===== config.mk =====
export PLATFORM = sky130hd
export DESIGN_NAME = option_byte_config
export DESIGN_NICKNAME = d
export VERILOG_FILES = /design/src/include/option_byte_pkg.sv /design/src/design/otp_bit_cell.sv /design/src/design/option_byte_config.sv
export VERILOG_INCLUDE_DIRS = /design/src /design/src/include
export SDC_FILE = /design/constraint.sdc
export NUM_CORES = 1
export LEC_CHECK = 0
export BUFFER_PORTS_ARGS = -buffer_cell sky130_fd_sc_hd__buf_2
export CORE_MARGIN = 10
export CORE_UTILIZATION = 40
export CTS_BUF_LIST = sky130_fd_sc_hd__clkbuf_2 sky130_fd_sc_hd__clkbuf_4 sky130_fd_sc_hd__clkbuf_8
export DETAILED_ROUTE_END_ITERATION = 8
export PLACE_DENSITY = 0.7
export SETUP_SLACK_MARGIN = 0.1
export SYNTH_ARGS = -nofsm -noshare
export SYNTH_HDL_FRONTEND = slang
export SYNTH_SLANG_ARGS = --single-unit

===== constraint.sdc =====
create_clock -name ref_clk -period 1.6 [get_ports ref_clk]
set_input_delay 0.32 -clock ref_clk [delete_from_list [all_inputs] [get_ports ref_clk]]
set_output_delay 0.32 -clock ref_clk [all_outputs]
set_load 0.1 [all_outputs]

===== src/include/option_byte_params.svh =====
`ifndef OPTION_BYTE_PARAMS_SVH
`define OPTION_BYTE_PARAMS_SVH

// Register byte addresses
`define OB_ADDR_WORD 32'h0000_0000
`define OB_ADDR_STATUS 32'h0000_0004

// Blank one-time-programmable content
`define OB_WORD_RESET 16'h0000

// Option word field positions
`define OB_BIT_EXT_STOP 9
`define OB_BIT_LOW_VOLT 8
`define OB_BIT_PROTECT 7
`define OB_BIT_RC_OSC 6
`define OB_BIT_RSVD_CLR 5
`define OB_BIT_RSVD_SET 4
`define OB_BIT_NMI_PULL 3
`define OB_BIT_CNT_PULL 2
`define OB_BIT_HW_WDG 1
`define OB_BIT_CLK_GUARD 0
`define OB_RSVD_HI_MASK 16'hfc00

// Status register field positions
`define OB_ST_PROG 0
`define OB_ST_MASK 1
`define OB_ST_REJECT 2
`define OB_ST_RSVD 3

// Bus encodings
`define OB_HSIZE_WORD 3'h2

`endif


===== src/include/option_byte_pkg.sv =====
package option_byte_pkg;

   // Decoded configuration handed to the rest of the chip
   typedef struct packed {
      logic extStop;
      logic lowVoltDetect;
      logic readProtect;
      logic rcOsc;
      logic nmiPullup;
      logic counterPullup;
      logic hwWatchdog;
      logic clockGuard;
   } cfg_t;

   // Bus slave phase
   typedef enum logic [1:0] {
      ST_IDLE = 2'b00,
      ST_WR = 2'b01,
      ST_RDW = 2'b10,
      ST_RDD = 2'b11
   } bus_state_t;

endpackage


===== src/design/otp_bit_cell.sv =====
`timescale 1ns/100ps
module otp_bit_cell (
   // Clock and power-on reset
   input wire logic ref_clk,
   input wire logic arst_n,
   // Burn request
   input wire logic burnEnable,
   input wire logic burnValue,
   // Stored bit
   output logic fuse
);

   // A cell only ever goes from blank to burnt
   always_ff @(posedge ref_clk or negedge arst_n) begin
      if (!arst_n) begin
         fuse <= 1'b0;
      end else if (burnEnable && burnValue) begin
         fuse <= 1'b1;
      end
   end

endmodule


===== src/design/option_byte_config.sv =====
// Overview of operation
// Programming mode only while programming pin high
// Option word invisible outside programming mode
// Each bit can be programmed once only
// Blank part holds all bits zero
// Programmer writes zeros to bits 15:10
// External stop control gates stop with watchdog
// Low-voltage detector enable follows its bit
// Protection bit blocks external program reads
// Oscillator select picks crystal or RC
// Programmer writes bit5 zero, bit4 one
// NMI pull-up only when its bit set
// Counter pin pull-up only when bit set
// Watchdog select: software or always on
// Clock guard enable follows its bit
// Mask variants use fixed factory code
// Configuration stable outside programming mode
// Reprogramming a burnt bit changes nothing
//
// Decided for this implementation: register access over AHB-Lite and the register addresses.
`timescale 1ns/100ps
`include "option_byte_params.svh"
module option_byte_config
   import option_byte_pkg::*;
#(
   parameter logic MASK_ROM = 1'b0,
   parameter logic [15:0] MASK_CODE = 16'h0010
) (
   // Clock and reset
   input wire logic ref_clk,
   input wire logic arst_n,
   // AHB-Lite slave
   input wire logic hsel,
   input wire logic [31:0] haddr,
   input wire logic [1:0] htrans,
   input wire logic hwrite,
   input wire logic [2:0] hsize,
   input wire logic [31:0] hwdata,
   input wire logic hready,
   output logic hreadyout,
   output logic hresp,
   output logic [31:0] hrdata,
   // Programming-voltage detector
   input wire logic vppHigh,
   // Pin and watchdog state
   input wire logic nmiPinHigh,
   input wire logic softWatchdogEnable,
   // Configuration outputs
   output cfg_t cfg,
   output logic stopAllowed,
   output logic watchdogEnable,
   output logic extReadAllowed
);

   bus_state_t state;
   bus_state_t next_state;
   logic [31:0] addrReg;
   logic sizeWord;
   logic progMode;
   logic [15:0] fuseWord;
   logic [15:0] effWord;
   logic [15:0] cfgWord;
   logic progWrite;
   logic wordWrite;
   logic statusWrite;
   logic rejectFlag;
   logic reservedFlag;
   logic rsvdBad;
   logic [31:0] readMux;
   logic accept;
   logic watchdogNow;
   logic everProgrammed;
   logic settled;

   // Programming mode follows the high-voltage detector
   always_ff @(posedge ref_clk or negedge arst_n) begin
      if (!arst_n) begin
         progMode <= 1'b0;
      end else begin
         progMode <= vppHigh;
      end
   end

   // Address phase taken when selected, ready and NONSEQ or SEQ
   assign accept = hsel && hready && htrans[1];

   // Bus phase sequencing; reads take one wait state
   always_comb begin
      next_state = state;
      unique case (state)
         ST_RDW: next_state = ST_RDD;
         ST_IDLE, ST_WR, ST_RDD: begin
            if (accept) begin
               next_state = hwrite ? ST_WR : ST_RDW;
            end else begin
               next_state = ST_IDLE;
            end
         end
      endcase
   end

   always_ff @(posedge ref_clk or negedge arst_n) begin
      if (!arst_n) begin
         state <= ST_IDLE;
      end else begin
         state <= next_state;
      end
   end

   // Address and size captured with each accepted transfer
   always_ff @(posedge ref_clk or negedge arst_n) begin
      if (!arst_n) begin
         addrReg <= 32'h0000_0000;
         sizeWord <= 1'b0;
      end else if (accept && state != ST_RDW) begin
         addrReg <= haddr;
         sizeWord <= (hsize == `OB_HSIZE_WORD);
      end
   end

   assign hreadyout = (state != ST_RDW);
   assign hresp = 1'b0;

   // Write decode in the data phase
   assign wordWrite = (state == ST_WR) && sizeWord && (addrReg == `OB_ADDR_WORD);
   assign statusWrite = (state == ST_WR) && sizeWord && (addrReg == `OB_ADDR_STATUS);
   assign progWrite = wordWrite && progMode && !MASK_ROM;

   // One-time cells; burning only adds ones
   for (genvar i = 0; i < 16; i++) begin : g_cell
      otp_bit_cell u_cell (
         .ref_clk(ref_clk),
         .arst_n(arst_n),
         .burnEnable(progWrite),
         .burnValue(hwdata[i]),
         .fuse(fuseWord[i])
      );
   end

   // Mask variants ignore the cells entirely
   assign effWord = MASK_ROM ? MASK_CODE : fuseWord;

   // Configuration word held in flops for the rest of the chip
   always_ff @(posedge ref_clk or negedge arst_n) begin
      if (!arst_n) begin
         cfgWord <= `OB_WORD_RESET;
      end else begin
         cfgWord <= effWord;
      end
   end

   // Field decode
   always_comb begin
      cfg.extStop = cfgWord[`OB_BIT_EXT_STOP];
      cfg.lowVoltDetect = cfgWord[`OB_BIT_LOW_VOLT];
      cfg.readProtect = cfgWord[`OB_BIT_PROTECT];
      cfg.rcOsc = cfgWord[`OB_BIT_RC_OSC];
      cfg.nmiPullup = cfgWord[`OB_BIT_NMI_PULL];
      cfg.counterPullup = cfgWord[`OB_BIT_CNT_PULL];
      cfg.hwWatchdog = cfgWord[`OB_BIT_HW_WDG];
      cfg.clockGuard = cfgWord[`OB_BIT_CLK_GUARD];
   end

   assign watchdogNow = cfg.hwWatchdog || softWatchdogEnable;

   // Derived controls
   always_ff @(posedge ref_clk or negedge arst_n) begin
      if (!arst_n) begin
         stopAllowed <= 1'b0;
         watchdogEnable <= 1'b0;
         extReadAllowed <= 1'b0;
      end else begin
         stopAllowed <= !watchdogNow || (cfg.extStop && nmiPinHigh);
         watchdogEnable <= watchdogNow;
         extReadAllowed <= !cfg.readProtect;
      end
   end

   // Reserved pattern check on programming data
   assign rsvdBad = ((hwdata[15:0] & `OB_RSVD_HI_MASK) != 16'h0000)
                    || hwdata[`OB_BIT_RSVD_CLR] || !hwdata[`OB_BIT_RSVD_SET];

   // Sticky flags, write one to clear; a new event wins
   always_ff @(posedge ref_clk or negedge arst_n) begin
      if (!arst_n) begin
         rejectFlag <= 1'b0;
         reservedFlag <= 1'b0;
      end else begin
         rejectFlag <= (wordWrite && (!progMode || MASK_ROM))
                       || (rejectFlag && !(statusWrite && hwdata[`OB_ST_REJECT]));
         reservedFlag <= (progWrite && rsvdBad)
                         || (reservedFlag && !(statusWrite && hwdata[`OB_ST_RSVD]));
      end
   end

   // Read data selection
   always_comb begin
      readMux = 32'h0000_0000;
      if (sizeWord && addrReg == `OB_ADDR_WORD && progMode) begin
         readMux[15:0] = effWord;
      end else if (sizeWord && addrReg == `OB_ADDR_STATUS) begin
         readMux[`OB_ST_PROG] = progMode;
         readMux[`OB_ST_MASK] = MASK_ROM;
         readMux[`OB_ST_REJECT] = rejectFlag;
         readMux[`OB_ST_RSVD] = reservedFlag;
      end
   end

   // Read data registered during the wait state
   always_ff @(posedge ref_clk or negedge arst_n) begin
      if (!arst_n) begin
         hrdata <= 32'h0000_0000;
      end else if (state == ST_RDW) begin
         hrdata <= readMux;
      end
   end

   // Helpers for the checks below
   always_ff @(posedge ref_clk or negedge arst_n) begin
      if (!arst_n) begin
         everProgrammed <= 1'b0;
         settled <= 1'b0;
      end else begin
         everProgrammed <= everProgrammed || progWrite;
         settled <= 1'b1;
      end
   end
endmodule


==> metrics.md <==
| Metric | Value |
|---|---|
| WS Path Type | `reg -> reg` |
| Fin. Hold Viols | `0` |
| Maximum VDD drop | `approximately 0.47 mV` |
| Required time worst endpoint | `roughly 1.8 ns` |
| Design area | `a little over 4000 µm²` |
| Cell area after placement | `3770 µm²` |
| Count of buffers from port buffering | `87` |
| Synthesized area per cell | `between 10 and 15 µm²` |
| Seq/Total Area, Yosys | `between 60% and 70%` |
| Chip height | `110 µm` |
| Root Buffer Master | `clkbuf_8` |
| RePlAce Congestion | `0.754` |
| Fin Hold WS | `around 0.081 ns` |
| Max cap viols | `0` |
| Dominant cell type by area after synthesis | `dfrtp_1` |
| Worst setup margin | `-0.0351 ns` |
| Starting Density | `around 41%` |
| Synth Instances | `226` |
| DIE AREA | `12000 µm²` |
| Gr usage total | `about an eighth` |
| P_leak | `around 2 nW` |
| Layout cell share with drive strength beyond 1 | `47.1%` |
| CP Launch Type | `flip-flop` |
| CP endpoint kind | `flip-flop` |
| Insertion delay to the later sink of the worst-skew pair | `0.35 ns` |
| EDFF count, synth | `0` |
| Final setup violation count | `17` |
| Max Transition Viols Final | `0` |
| DR vias | `approximately 2100` |
| Chip width | `110 µm` |
| Skew final | `between 0.01 and 0.015 ns` |
| H-tree depth | `3` |
| Post-placement cell count | `a little over 400` |
| Synth Cell Area | `3220 µm²` |
| CP arrival | `about 1.9 ns` |
| Synth unique cells | `34` |
| Worst-margin pin slew | `between 0.6 and 0.7 ns` |
| DRT iter0 DRCs | `48` |
| Residual DRC count | `0` |
| Final std cells w/o fill | `433` |
| Most numerous cell in the Yosys netlist | `dfrtp_1` |
| Average wire per standard cell | `roughly 17 µm` |
| Antenna violations before repair | `0` |
| TritonCTS Buffers | `9` |
| Failing checks | `setup timing` |
| Site Rows | `32` |
| RSZ-0062 raised after global routing | `true` |
| Crit share post-route | `102%` |
| Top-area cell type share of the netlist area | `between 60% and 70%` |
| Top post-synthesis cells by area | `dfrtp_1 63%, mux2_2 6.7%, a31o_1 4.6%` |
| Area Overhead vs Synth | `26.3%` |
| Pwr per Cell Area | `1230 nW/µm²` |
| Final wirelength | `7.34 mm` |
| Synth top cells by count | `81 x dfrtp_1, 19 x mux2_2, 17 x a31o_1, 17 x buf_4, 13 x mux2_1` |
| Fin nets | `between 400 and 500` |
| Max Clk Rate | `just over 600 MHz` |
| Number of diodes | `0` |
| Largest net degree at the start of global routing | `42` |
| Min-delay worst type | `in -> reg` |
| Clk buf depth | `2` |
| Io pins | `122` |
| Top FF cell, synth | `dfrtp_1` |
| Synth Warn # | `0` |
| Post-DP HPWL | `approximately 5.4 mm` |
| Clock sink count | `~80` |
| Status | `finished with violations` |
| Place WS | `-0.115 ns` |
| FILL cells | `700` |
| Core area | `7770 µm²` |
| Vias/cell | `approximately 4.9` |
| Routed Antenna Nets | `0` |
| Critical-path maximum fanout | `3` |
| First-pass GRT wire length | `11.4 mm` |
| Period minus WS final | `about 1.6 ns` |
| Vias in the first global route | `around 2300` |
| CTS clock-pin slew for the worst setup and hold paths | `approximately 0.08 ns` |
| Grt total ovfl | `0` |
| #FFs+latches synth | `81` |
| Async SR Flop Fraction | `100%` |
| First-pass DRT Iterations | `4` |
| CTS tree | `built` |
| Max-slew headroom | `59.7%` |
==> cell families (layout without fill, tap and decap cells) <==
family          count (synthesis)  after routing  share of synthesized area, %
other cells                     1             17                         0.117
mux                            32             32                          11.2
simple gates                   37             37                          7.43
compound gates                 42             42                          11.5
buf+inv                        33            122                          6.73
flops                          81             81                          63.0
==> stage by stage <==
step	total power [mW]	util, %	setup TNS (ns)
after global placement	3.48	48.6	-0.808
after floorplan	3.21	-	0
after detailed placement	3.51	48.6	-1.71
final	5.00	52.3	-0.355
after global routing	5.25	52.3	-3.34
after CTS	5.04	51.9	-0.703
==> placed cells by master, fill, tap and decap left out, types with 7 or more instances in the layout <==
cell      count
dfrtp_1      81
buf_2        76
mux2_2       19
a31o_1       17
conb_1       17
mux2_1       13
buf_4        12
a32o_2        9
clkbuf_8      9
clkbuf_4      8
nand2_1       7
==> critical path, cell delays in order (launching register included) <==
cell	delay, ns
dfrtp_1	0.42
nor4_4	0.30
nand4_2	0.20
o41a_1	0.40
a31o_1	0.19
==> cell type report <==
type,instances,area [µm²],share of cell area (%)
timing repair buffer,102,632,15.5
sequential,81,2030,49.9
tap,102,128,3.14
inverter,4,15.0,0.369
clock buffer,9,124,3.05
multi-input combinational,128,1070,26.3
clock inverter,7,71.3,1.75
==> layer usage <==
| metal | wire [µm] | GRT usage [%] |
|---|---|---|
| met1 | 2850 | 13.7 |
| met3 | 513 | 3.10 |
| met4 | 155 | 6.41 |
| met5 | 0 | 0 |
| met2 | 3820 | 21.0 |
==> where the power goes <==
part	internal, mW	leakage (nW)	switching (mW)
Combinational	0.436	0.889	0.580
Sequential	2.34	1.04	0.196
Clock	0.717	0.0912	0.733
Total	3.49	2.02	1.51
==> timing repair <==
action | in CTS | in global routing
hold buffers | 1 | 0
pin swaps | 7 | 2
setup buffers | 2 | 2
gates resized for setup | 7 | 8
endpoints found under the hold margin | 21 | 0
endpoints found under the setup margin | 36 | 43
==> registers in the layout, summed over array words and instances (netlist names) <==
name	flops
watchdogEnable	1
addrReg	32
extReadAllowed	1
hrdata	16
reservedFlag	1
cfgWord	8
sizeWord	1
state	2
g_cell.u_cell.fuse	16
stopAllowed	1
progMode	1
rejectFlag	1
==> path summary, 6_finish.rpt <==
check / start / end / slack [ns] / cells past startpoint
worst min register to register: g_cell[9].u_cell.fuse$_DFFE_PN0P_ / cfgWord[9]$_DFF_PN0_ / 0.41 / 0
worst max-delay path: addrReg[25]$_DFFE_PN0P_ / reservedFlag$_DFF_PN0_ / -0.04 / 4
worst max register to register: addrReg[25]$_DFFE_PN0P_ / reservedFlag$_DFF_PN0_ / -0.04 / 4
min in group asynchronous: arst_n / addrReg[2]$_DFFE_PN0P_ / 0.41 / 2
worst min-delay path: vppHigh / progMode$_DFF_PN0_ / 0.08 / 1
max in group asynchronous: arst_n / addrReg[6]$_DFFE_PN0P_ / 0.64 / 3
(Power assumes the default switching activity.)
